==> config.mk <==
export PLATFORM = sky130hd
export DESIGN_NAME = tws_slave_rx
export DESIGN_NICKNAME = d
export VERILOG_FILES = /design/src/logic/tws_pkg.sv /design/src/logic/tws_slave_rx.sv
export SDC_FILE = /design/constraint.sdc
export NUM_CORES = 1
export LEC_CHECK = 0
export ABC_AREA = 1
export BUFFER_PORTS_ARGS = -buffer_cell sky130_fd_sc_hd__buf_2
export CELL_PAD_IN_SITES_DETAIL_PLACEMENT = 0
export CELL_PAD_IN_SITES_GLOBAL_PLACEMENT = 1
export CORE_MARGIN = 3
export CORE_UTILIZATION = 44
export CTS_CLUSTER_SIZE = 8
export DETAILED_ROUTE_END_ITERATION = 10
export PLACE_DENSITY = 0.85
export SETUP_SLACK_MARGIN = 0.4
export SLEW_MARGIN = 40
export SYNTH_ARGS = -nofsm -noshare
export SYNTH_HDL_FRONTEND = slang
export SYNTH_SLANG_ARGS = --single-unit
export TNS_END_PERCENT = 30
==> constraint.sdc <==
create_clock -name REF_CLK -period 1.75 [get_ports REF_CLK]
set_clock_uncertainty 0.15 [all_clocks]
set_input_delay 0.175 -clock REF_CLK [delete_from_list [all_inputs] [get_ports REF_CLK]]
set_output_delay 0.175 -clock REF_CLK [all_outputs]
set_load 0.01 [all_outputs]
==> src/logic/tws_pkg.sv <==
`default_nettype none
package tws_pkg;
	// Register indices on the plain register port
	localparam logic [1:0] REG_CONTROL     = 2'h0;
	localparam logic [1:0] REG_STATUS      = 2'h1;
	localparam logic [1:0] REG_DATA        = 2'h2;
	localparam logic [1:0] REG_OWN_ADDRESS = 2'h3;

	// Control register bit positions
	localparam int CTL_COMPLETION_FLAG   = 7;
	localparam int CTL_ACK_ENABLE        = 6;
	localparam int CTL_START_REQUEST     = 5;
	localparam int CTL_STOP_REQUEST      = 4;
	localparam int CTL_WRITE_COLLISION   = 3;
	localparam int CTL_INTERFACE_ENABLE  = 2;
	localparam int CTL_IRQ_ENABLE        = 0;

	// Own address register layout
	localparam int OWN_GENERAL_CALL_ENABLE = 0;

	// Reset values
	localparam logic [7:0] RST_CONTROL     = 8'h00;
	localparam logic [7:0] RST_OWN_ADDRESS = 8'hfe;
	localparam logic [7:0] RST_DATA        = 8'hff;

	// Status codes, prescaler bits always zero
	localparam logic [7:0] ST_OWN_WRITE        = 8'h60;
	localparam logic [7:0] ST_ARB_OWN_WRITE    = 8'h68;
	localparam logic [7:0] ST_GEN_CALL         = 8'h70;
	localparam logic [7:0] ST_ARB_GEN_CALL     = 8'h78;
	localparam logic [7:0] ST_OWN_DATA_ACK     = 8'h80;
	localparam logic [7:0] ST_OWN_DATA_NACK    = 8'h88;
	localparam logic [7:0] ST_GC_DATA_ACK      = 8'h90;
	localparam logic [7:0] ST_GC_DATA_NACK     = 8'h98;
	localparam logic [7:0] ST_NO_INFO          = 8'hf8;
	localparam logic [7:0] STATUS_CODE_MASK    = 8'hf8;
	localparam logic [6:0] GENERAL_CALL_ADDR   = 7'h00;

	// Bits in a byte on the wire
	localparam logic [3:0] BITS_PER_BYTE = 4'h8;

	typedef enum logic [2:0] {
		TWS_IDLE,
		TWS_ADDR,
		TWS_ADDR_ACK,
		TWS_DATA,
		TWS_DATA_ACK
	} tws_phase_t;
endpackage
`default_nettype wire

==> src/logic/tws_slave_rx.sv <==
// Implementation choices: strobed register access and the register offsets.
`timescale 1ns/1ps
`default_nettype none
// Notes on behaviour
// - Upper seven own-address bits are slave address
// - Address LSB enables general call $00
// - Acknowledge address only while ack_enable set
// - Write direction enters slave receive mode
// - Address plus write sets completion flag, status
// - Lost arbitration then addressed: $68 or $78
// - Cleared ack_enable refuses next data byte
// - No own-address acknowledge while ack_enable low
// - Keep monitoring; resume recognition on ack_enable
// - Asleep, still match address using bus clock; here SCL is sampled on REF_CLK, so matching needs REF_CLK running
// - Sleep match raises wake, holds clock low
// - Completion flag cleared by writing one
// - Data register undefined after sleep wake match
// - Own address write acknowledged reports $60
// - Arbitration lost, own address reports $68
// - General call acknowledged reports $70
// - Arbitration lost, general call reports $78
// - Software clears flag; next byte acked per enable
// - Status read with prescaler bits zero
// - Own-addressed data byte acknowledged reports $80
module tws_slave_rx
	import tws_pkg::*;
(
	// Clock and reset
	input  wire logic       REF_CLK,
	input  wire logic       ARST_N,
	// Register port
	input  wire logic [1:0] REG_ADDR,
	input  wire logic [7:0] REG_WDATA,
	input  wire logic       REG_WR,
	input  wire logic       REG_RD,
	output var  logic [7:0] REG_RDATA,
	// Core context
	input  wire logic       SLEEP,
	input  wire logic       ARB_LOST,
	output var  logic       WAKE,
	// Two-wire bus pins
	input  wire logic       SCL_IN,
	output var  logic       SCL_OUT,
	output var  logic       SCL_OE_N,
	input  wire logic       SDA_IN,
	output var  logic       SDA_OUT,
	output var  logic       SDA_OE_N
);
	import tws_pkg::*;

	// ----------------------------------------
	// State
	// ----------------------------------------
	typedef struct packed {
		logic       scl_s1;
		logic       scl_s2;
		logic       scl_d;
		logic       sda_s1;
		logic       sda_s2;
		logic       sda_d;
		tws_phase_t phase;
		logic [3:0] bit_cnt;
		logic [7:0] shift;
		logic       ack_pend;
		logic       gen_call;
		logic       arb_pend;
		logic       woke;
		logic       completion_flag;
		logic       ack_enable;
		logic       start_request;
		logic       stop_request;
		logic       interface_enable;
		logic       irq_enable;
		logic [7:0] own_address;
		logic [7:0] status;
		logic [7:0] data;
		logic [7:0] rdata;
		logic       wake;
		logic       scl_hold;
		logic       sda_low;
		logic       scl_oe_n;
		logic       sda_oe_n;
	} tws_state_t;

	tws_state_t cur;
	tws_state_t next_s;

	// ----------------------------------------
	// Helpers
	// ----------------------------------------
	function automatic logic [7:0] tws_control_view(input tws_state_t s);
		logic [7:0] v;
		v = 8'h00;
		v[CTL_COMPLETION_FLAG]  = s.completion_flag;
		v[CTL_ACK_ENABLE]       = s.ack_enable;
		v[CTL_START_REQUEST]    = s.start_request;
		v[CTL_STOP_REQUEST]     = s.stop_request;
		v[CTL_INTERFACE_ENABLE] = s.interface_enable;
		v[CTL_IRQ_ENABLE]       = s.irq_enable;
		return v;
	endfunction

	// True on the rising edge that carries the last bit of a byte
	function automatic logic tws_byte_end(input logic [3:0] cnt);
		return cnt == BITS_PER_BYTE - 4'h1;
	endfunction

	logic flag_set;
	logic scl_rise;
	logic scl_fall;
	logic start_cond;
	logic stop_cond;
	logic [7:0] byte_in;
	logic own_match;
	logic gc_match;

	always_comb
	begin
		scl_rise   = cur.scl_s2 && !cur.scl_d;
		scl_fall   = !cur.scl_s2 && cur.scl_d;
		start_cond = cur.scl_s2 && cur.scl_d && cur.sda_d && !cur.sda_s2;
		stop_cond  = cur.scl_s2 && cur.scl_d && !cur.sda_d && cur.sda_s2;
		byte_in    = {cur.shift[6:0], cur.sda_s2};
		// Compare on the byte still in flight so the ack decision is ready at the eighth rise
		own_match  = byte_in[7:1] == cur.own_address[7:1];
		gc_match   = byte_in[7:1] == GENERAL_CALL_ADDR
		             && cur.own_address[OWN_GENERAL_CALL_ENABLE];
	end

	// ----------------------------------------
	// Next state
	// ----------------------------------------
	always_comb
	begin
		next_s = cur;
		next_s.wake = 1'b0;
		flag_set    = 1'b0;
		// Pin inputs are asynchronous to REF_CLK
		next_s.scl_s1 = SCL_IN;
		next_s.scl_s2 = cur.scl_s1;
		next_s.scl_d  = cur.scl_s2;
		next_s.sda_s1 = SDA_IN;
		next_s.sda_s2 = cur.sda_s1;
		next_s.sda_d  = cur.sda_s2;

		// Kept until the next acknowledged address, then reported once
		if (ARB_LOST)
			next_s.arb_pend = 1'b1;

		// Bus side
		unique case (cur.phase)
			TWS_IDLE:
			begin
				next_s.sda_low = 1'b0;
			end
			TWS_ADDR:
			begin
				if (scl_rise)
				begin
					next_s.shift   = byte_in;
					next_s.bit_cnt = cur.bit_cnt + 4'h1;
					if (tws_byte_end(cur.bit_cnt))
					begin
						next_s.bit_cnt = 4'h0;
						// Reads go to the not addressed state here: no transmit path
						if (cur.ack_enable && !byte_in[0] && (own_match || gc_match))
						begin
							next_s.phase    = TWS_ADDR_ACK;
							next_s.gen_call = !own_match && gc_match;
							if (SLEEP)
							begin
								next_s.wake = 1'b1;
								next_s.woke = 1'b1;
							end
						end
						else
							next_s.phase = TWS_IDLE;
					end
				end
			end
			TWS_ADDR_ACK, TWS_DATA_ACK:
			begin
				// First fall drives the ack bit, the second ends it and stretches
				if (scl_fall && cur.bit_cnt == 4'h0)
				begin
					next_s.bit_cnt = 4'h1;
					next_s.sda_low = cur.phase == TWS_ADDR_ACK || cur.ack_pend;
				end
				else if (scl_fall)
				begin
					next_s.bit_cnt         = 4'h0;
					next_s.sda_low         = 1'b0;
					next_s.completion_flag = 1'b1;
					flag_set               = 1'b1;
					next_s.scl_hold        = 1'b1;
					if (cur.phase == TWS_ADDR_ACK)
					begin
						next_s.phase    = TWS_DATA;
						next_s.arb_pend = 1'b0;
						if (cur.gen_call)
							next_s.status = cur.arb_pend ? ST_ARB_GEN_CALL : ST_GEN_CALL;
						else
							next_s.status = cur.arb_pend ? ST_ARB_OWN_WRITE : ST_OWN_WRITE;
					end
					else if (cur.ack_pend)
					begin
						next_s.phase  = TWS_DATA;
						next_s.status = cur.gen_call ? ST_GC_DATA_ACK : ST_OWN_DATA_ACK;
					end
					else
					begin
						next_s.phase  = TWS_IDLE;
						next_s.status = cur.gen_call ? ST_GC_DATA_NACK : ST_OWN_DATA_NACK;
					end
				end
			end
			TWS_DATA:
			begin
				if (scl_rise)
				begin
					next_s.shift   = byte_in;
					next_s.bit_cnt = cur.bit_cnt + 4'h1;
					if (tws_byte_end(cur.bit_cnt))
					begin
						next_s.bit_cnt  = 4'h0;
						next_s.phase    = TWS_DATA_ACK;
						// Acknowledge decided by the enable at the end of the byte
						next_s.ack_pend = cur.ack_enable;
						// First byte after a sleep wake is not stored
						if (!cur.woke)
							next_s.data = byte_in;
						next_s.woke = 1'b0;
					end
				end
			end
		endcase

		// Start and stop override any phase
		if (start_cond)
		begin
			next_s.phase   = TWS_ADDR;
			next_s.bit_cnt = 4'h0;
			next_s.sda_low = 1'b0;
			// A new frame forgets a sleep wake that carried no data
			next_s.woke    = 1'b0;
		end
		else if (stop_cond)
		begin
			next_s.phase   = TWS_IDLE;
			next_s.sda_low = 1'b0;
		end

		// Register side
		next_s.rdata = 8'h00;
		if (REG_RD)
		begin
			unique case (REG_ADDR)
				REG_CONTROL:     next_s.rdata = tws_control_view(cur);
				REG_STATUS:      next_s.rdata = cur.status & STATUS_CODE_MASK;
				REG_DATA:        next_s.rdata = cur.data;
				REG_OWN_ADDRESS: next_s.rdata = cur.own_address;
			endcase
		end
		if (REG_WR)
		begin
			unique case (REG_ADDR)
				REG_CONTROL:
				begin
					next_s.ack_enable       = REG_WDATA[CTL_ACK_ENABLE];
					next_s.start_request    = REG_WDATA[CTL_START_REQUEST];
					next_s.stop_request     = REG_WDATA[CTL_STOP_REQUEST];
					next_s.interface_enable = REG_WDATA[CTL_INTERFACE_ENABLE];
					next_s.irq_enable       = REG_WDATA[CTL_IRQ_ENABLE];
					// Write one clears; a flag raised by the bus this same cycle survives
					if (REG_WDATA[CTL_COMPLETION_FLAG] && !flag_set)
						next_s.completion_flag = 1'b0;
				end
				REG_STATUS:
				begin
					// Status is read only; writes are dropped
				end
				REG_DATA:        next_s.data = REG_WDATA;
				REG_OWN_ADDRESS: next_s.own_address = REG_WDATA;
			endcase
		end

		// Release the clock once software has answered
		if (!next_s.completion_flag)
			next_s.scl_hold = 1'b0;

		if (!next_s.interface_enable)
		begin
			next_s.phase    = TWS_IDLE;
			next_s.sda_low  = 1'b0;
			next_s.scl_hold = 1'b0;
		end

		// Enables kept as registers of their own so the pins come straight from flip-flops
		next_s.scl_oe_n = !next_s.scl_hold;
		next_s.sda_oe_n = !next_s.sda_low;
	end

	// ----------------------------------------
	// Registers
	// ----------------------------------------
	always_ff @(posedge REF_CLK or negedge ARST_N)
	begin
		if (!ARST_N)
		begin
			cur             <= '0;
			cur.scl_s1      <= 1'b1;
			cur.scl_s2      <= 1'b1;
			cur.scl_d       <= 1'b1;
			cur.sda_s1      <= 1'b1;
			cur.sda_s2      <= 1'b1;
			cur.sda_d       <= 1'b1;
			cur.phase       <= TWS_IDLE;
			cur.own_address <= RST_OWN_ADDRESS;
			cur.status      <= ST_NO_INFO;
			cur.data        <= RST_DATA;
			cur.scl_oe_n    <= 1'b1;
			cur.sda_oe_n    <= 1'b1;
		end
		else
			cur <= next_s;
	end

	// ----------------------------------------
	// Outputs
	// ----------------------------------------
	// Open drain: drive low only, enable is active low
	always_comb
	begin
		REG_RDATA = cur.rdata;
		WAKE      = cur.wake;
		SCL_OUT   = 1'b0;
		SCL_OE_N  = cur.scl_oe_n;
		SDA_OUT   = 1'b0;
		SDA_OE_N  = cur.sda_oe_n;
	end
endmodule
`default_nettype wire

==> metrics.md, run 1 <==
| Metric | Value |
|---|---|
| Sw Share | `~32%` |
| Setup WS post-layout | `around 0.065 ns` |
| Diodes inserted | `0` |
| Critical Path, Cell by Cell | `inv_2, ha_4, nand3_1, nor2_2, nand2_2, nand4_1, nand2_1, nand3_1, o21ai_1` |
| Post-DP HPWL | `5360 um` |
| Clock Path Buffers | `2` |
| Clock sink count | `63` |
| # rows | `30` |
| Total wire length | `between 7000 and 8000 um` |
| Largest net degree at the start of global routing | `48` |
| Iteration-0 DRC Markers | `229` |
| Post-synth EDFFs | `0` |
| P per Cell Area | `approximately 1100 nW/um^2` |
| Starting Density | `45.5%` |
| CP required | `1.84 ns` |
| Core Box Area | `6830 sq um` |
| Finished Layout Cells | `542` |
| P_leak | `~1.9 nW` |
| Hold Crit Class | `input port to flip-flop` |
| Count leader, synth | `nand2_1` |
| Unrepaired setup endpoints after global routing | `true` |
| Fraction of layout cells with a size suffix above 1 | `between 30% and 40%` |
| Die Ht | `roughly 90 um` |
| Fmax | `594 MHz` |
| H-tree levels | `3` |
| Sequential share of the synthesized area | `51.7%` |
| Vias | `2737` |
| DR vias/cell | `around 5.0` |
| Io pins | `31` |
| Min Hold Slack | `around 0.036 ns` |
| Mean post-synth cell area | `8.36 sq um` |
| Clock group share of total power | `30.5%` |
| Combinational power share | `24.4%` |
| Register bit total from synthesis | `63` |
| Synth top area share | `roughly 29%` |
| Synth area leader | `dfrtp_1` |
| Inserted Clock Buffers | `9` |
| Routability congestion estimate | `0.922` |
| Placed cells | `496` |
| Seq. cell area | `about 1600 sq um` |
| Gr ovfl total | `0` |
| Worst path arrival time | `1.77 ns` |
| IR Drop Worst-Case VDD | `0.000399 V` |
| Max_cap viols | `0` |
| Clk root buf | `clkbuf_8` |
| Yosys cell types | `36` |
| Clock transition at path regs | `0.07 ns` |
| Max incr delay on CP | `0.43 ns` |
| Layout fillers | `622` |
| Internal cell power | `between 2 and 3 mW` |
| Post-synthesis async set-or-reset flop share | `100%` |
| Port-buffer cells | `28` |
| Pins Over Slew Limit | `0` |
| Sw power | `between 1 and 1.5 mW` |
| Largest cells by area after synthesis | `dfrtp_1 29%, dfstp_2 23%, nand2_1 11%` |
| Number of global-route vias before repair | `2658` |
| Top FF cell, synth | `dfrtp_1` |
| Setup CP Type | `flip-flop to flip-flop` |
| # nets final | `461` |
| Final Power | `4.19 mW` |
| Number of synthesis warnings | `0` |
| Worst skew pair latency | `about 0.35 ns` |
| DRT antenna net count | `0` |
| Avg WL per Cell | `14.3 um` |
| Largest fanout on the critical path | `5` |
| Worst setup EP type | `flip-flop` |
| Initial antenna violation count | `0` |
| Post-Synthesis Cells | `372` |
| Setup slack after placement | `between 0.07 and 0.08 ns` |
| CP startpoint kind | `flip-flop` |
| Part of the power in registers | `45.1%` |
| First-pass GRT wire length | `12600 um` |
| Drt pass-1 iters | `5` |
| Synth Cell Area | `3110 sq um` |
| Fin crit period | `1.68 ns` |
| Final Cycle Share | `~96%` |
| Area of the multi-input gates | `1330 sq um` |
| # DRC | `0` |
| Crit path top cell by count | `nand3_1` |
| Synth cell count leaders | `89 x nand2_1, 46 x inv_1, 36 x dfrtp_1` |
| Status | `complete, no violations` |
| Slowest cell on crit path | `dfrtp_1` |
| Layout area overhead | `27.8%` |
| Die X | `approximately 90 um` |
| Die Area | `8120 sq um` |
| Final setup fails | `0` |
| GRT Total Usage | `19.4%` |
| CTS tree | `built` |
| Fin. Hold Viols | `0` |
flip-flops by register name (all words and copies together) (netlist names):
name and cells:
WAKE 1, SDA_OE_N 1, REG_RDATA 8, SCL_OE_N 1, byte_in 8, cur 44
routing by layer:
metal,GRT usage (%),routed length (um),up-vias
met5,0,0,-
met1,26.1,3630,1289
met2,29.8,3540,82
li1,-,-,1336
met3,3.68,311,30
met4,10.1,250,0
path summary, 6_finish.rpt:
check	start	endpoint	slack, ns	cells after the start
max	cur[55]	cur[59]	0.07	9
min	REG_ADDR[0]	REG_RDATA[1]	0.04	4
max reg2reg	cur[55]	cur[59]	0.07	9
min reg2reg	cur[67]	cur[66]	0.21	0
max in group asynchronous	ARST_N	cur[32]	0.64	3
min in group asynchronous	ARST_N	cur[44]	0.15	2
metrics by stage:
step	utilization [%]	instance area, sq um	TNS (ns)
2_1_floorplan	-	3130	0
3_3_place_gp	49.8	3400	0
3_5_place_dp	49.8	3400	0
4_1_cts	56.5	3860	0
5_1_grt	58.2	3980	-0.0761
6_report	58.2	3980	0
power by group through the flow:
stage	clock network (mW)	registers (mW)	logic, mW
3_3_place_gp	0	1.89	0.802
2_1_floorplan	0	1.85	0.591
3_5_place_dp	0	1.90	0.813
4_1_cts	1.29	1.88	0.904
6_report	1.28	1.89	1.02
5_1_grt	1.37	1.92	1.14
final cells by class:
cell class	count	share of cell area, %
flip-flops and latches	63	40.6
multi-input cells	242	33.4
repair buffers	71	12.9
inverters	54	5.10
clock buffers	10	3.46
well taps	96	3.02
clock inverters	6	1.51
cells by family after synthesis:
group	count (synthesis)	synth area share (%)
flip-flops	63	51.7
AND/OR/NAND/NOR	165	23.6
multiplexers	1	0.362
XOR/XNOR	1	0.282
other	1	0.121
buffers and inverters	68	9.69
adder cells (fa/ha/maj)	2	0.804
AO/OA/AOI/OAI	71	13.4
what timing repair did:
| action | in CTS | in global routing |
|---|---|---|
| pin swaps | 18 | 19 |
| buffers inserted | 10 | 6 |
| endpoints found under the setup margin | 35 | 35 |
| endpoints found under the hold margin | 47 | 0 |
| hold buffers | 14 | 0 |
| resized for setup | 15 | 18 |
cells in the final DEF (no fill, tap or decap), types with 11 or more instances in the layout:
master,n
buf_2,28
buf_4,27
dfrtp_1,34
o21ai_1,11
inv_1,38
a21oi_1,12
nand3_1,18
dlygate4sd3_1,14
nand2_1,84
dfstp_2,27
o21ai_0,22
nor2_1,26
inv_2,16
critical path: cells and delay by family, from the launching register on:
| family | cells | cell delay [ns] |
|---|---|---|
| buffers and inverters | 1 | 0.11 |
| DFF | 1 | 0.43 |
| AOI/OAI and AO/OA | 1 | 0.06 |
| and+or+nand+nor | 6 | 0.69 |
| adders and majority gates | 1 | 0.14 |
Power figures use the tool's default switching activity.
==> run 2: changes to the inputs <==
--- a/config.mk
+++ b/config.mk
@@ -13,7 +13,7 @@
 export CORE_UTILIZATION = 44
 export CTS_CLUSTER_SIZE = 8
 export DETAILED_ROUTE_END_ITERATION = 10
-export PLACE_DENSITY = 0.85
+export PLACE_DENSITY_LB_ADDON = 0.1
 export SETUP_SLACK_MARGIN = 0.4
 export SLEW_MARGIN = 40
 export SYNTH_ARGS = -nofsm -noshare
==> metrics.md, run 2 (synthesis gave the netlist of run 1 again) <==
| Metric | Value |
|---|---|
| Status | `complete, no violations` |
| Avg WL per Cell | `14.3 um` |
| First-pass GRT wire length | `about 13000 um` |
| Placed cells | `498` |
| Die Ht | `90.1 um` |
| DRT antenna net count | `0` |
| R2R cell count | `6` |
| H-tree levels | `3` |
| Post-DP HPWL | `between 5000 and 6000 um` |
| Pins Over Slew Limit | `0` |
| Measured slew at the worst slew-check pin | `0.570 ns` |
| Clock sink count | `63` |
| Worst path arrival time | `1.75 ns` |
| Fraction of layout cells with a size suffix above 1 | `38.5%` |
| # nets final | `469` |
| Fin crit period | `1.67 ns` |
| # DRC | `0` |
| P_leak | `2.01 nW` |
| WHS Path Cells | `4` |
| Starting Density | `45.5%` |
| Number of global-route vias before repair | `2594` |
| P per Cell Area | `1070 nW/um^2` |
| Drt pass-1 iters | `4` |
| Total wire length | `7860 um` |
| IR Drop Worst-Case VDD | `~0.00063 V` |
| Largest register FFs | `44` |
| Min Hold Slack | `0.0413 ns` |
| Vias | `2749` |
| Fin. Hold Viols | `0` |
| Clock transition at path regs | `roughly 0.080 ns` |
| Io pins | `31` |
| Inserted Clock Buffers | `9` |
| Clk root buf | `clkbuf_8` |
| GRT Total Usage | `approximately 20%` |
| Core Box Area | `6830 sq um` |
| Initial antenna violation count | `0` |
| CP required | `~1.8 ns` |
| # rows | `30` |
| Iteration-0 DRC Markers | `187` |
| Most frequent cells in the layout | `83 x nand2_1, 37 x inv_1, 33 x buf_4, 31 x dfrtp_1, 28 x buf_2` |
| Final Cycle Share | `95.4%` |
| Gr ovfl total | `0` |
| Unrepaired setup endpoints after global routing | `true` |
| Fmax | `599 MHz` |
| CP startpoint kind | `flip-flop` |
| CTS tree | `built` |
| Worst setup EP type | `flip-flop` |
| DR vias/cell | `approximately 5` |
| Max_cap viols | `0` |
| Layout area overhead | `32.2%` |
| Largest net degree at the start of global routing | `23` |
| Largest fanout on the critical path | `7` |
| Top reg by flops | `cur` |
| Die Area | `8120 sq um` |
| Final setup fails | `0` |
| Leading cell type in the layout, fill and taps excluded | `nand2_1` |
| Worst skew pair latency | `0.34 ns` |
| Setup CP Type | `flip-flop to flip-flop` |
| Die X | `90.1 um` |
| Worst slew margin | `62.0%` |
| Port-buffer cells | `28` |
| Routability congestion estimate | `0.841` |
| Hold Crit Class | `input port to flip-flop` |
| Clock Path Buffers | `2` |
| Finished Layout Cells | `550` |
| Diodes inserted | `0` |
run 2: metal layers:
layer,share of wire (%),routed length [um],global-route usage [%],vias to the layer above
met5,0,0,0,-
met4,1.9,153,8.80,0
met3,4.4,346,3.26,13
met2,45,3530,28.9,70
met1,49,3830,29.1,1316
li1,-,-,-,1350
run 2: path summary, 6_finish.rpt:
| kind | startpoint | endpoint | slack, ns |
|---|---|---|---|
| worst max-delay path | cur[66] | cur[55] | 0.08 |
| min in group asynchronous | ARST_N | REG_RDATA[5] | 0.21 |
| max in group asynchronous | ARST_N | cur[36] | 0.63 |
| worst max register to register | cur[66] | cur[55] | 0.08 |
| worst min register to register | cur[64] | byte_in[0] | 0.21 |
| worst min-delay path | REG_ADDR[0] | REG_RDATA[1] | 0.04 |
run 2: area by class of cell:
class / count / area [sq um]
Clock inverter: 7 / 97.6
Clock buffer: 9 / 124
Multi-Input combinational cell: 242 / 1350
Timing Repair Buffer: 79 / 599
Inverter: 54 / 205
Sequential cell: 63 / 1620
Tap cell: 96 / 120
Fill cell: 626 / 2720
run 2: power breakdown:
part | switching (mW) | leakage, nW | internal (mW)
combinational | 0.598 | 1.15 | 0.487
clock | 0.610 | 0.105 | 0.804
sequential | 0.176 | 0.752 | 1.72
total | 1.38 | 2.01 | 3.01
run 2: what timing repair did:
action,CTS,global route
gates resized for setup,16,28
endpoints found under the setup margin,36,36
hold buffers,14,0
pin swaps,15,23
buffers inserted,13,9
hold endpoints to repair,42,0
run 2: critical path, stage by stage, from the launching register on:
cell and delay, ns:
dfstp_2 0.58, nand4_1 0.23, nand2_2 0.16, nand2_4 0.10, nor2_2 0.10, nand3_1 0.08, and2_1 0.16
run 2: per-stage QoR:
step	total power [mW]	setup slack, ns	utilization (%)	area [sq um]	TNS (ns)
floorplan	2.44	0.194	-	3130	0
global placement	2.72	0.0746	50.2	3430	0
detailed placement	2.72	0.0125	50.2	3430	0
CTS	4.30	0.113	57.9	3960	0
global route	4.65	-0.0163	60.2	4120	-0.0182
finish	4.40	0.0800	60.2	4120	0
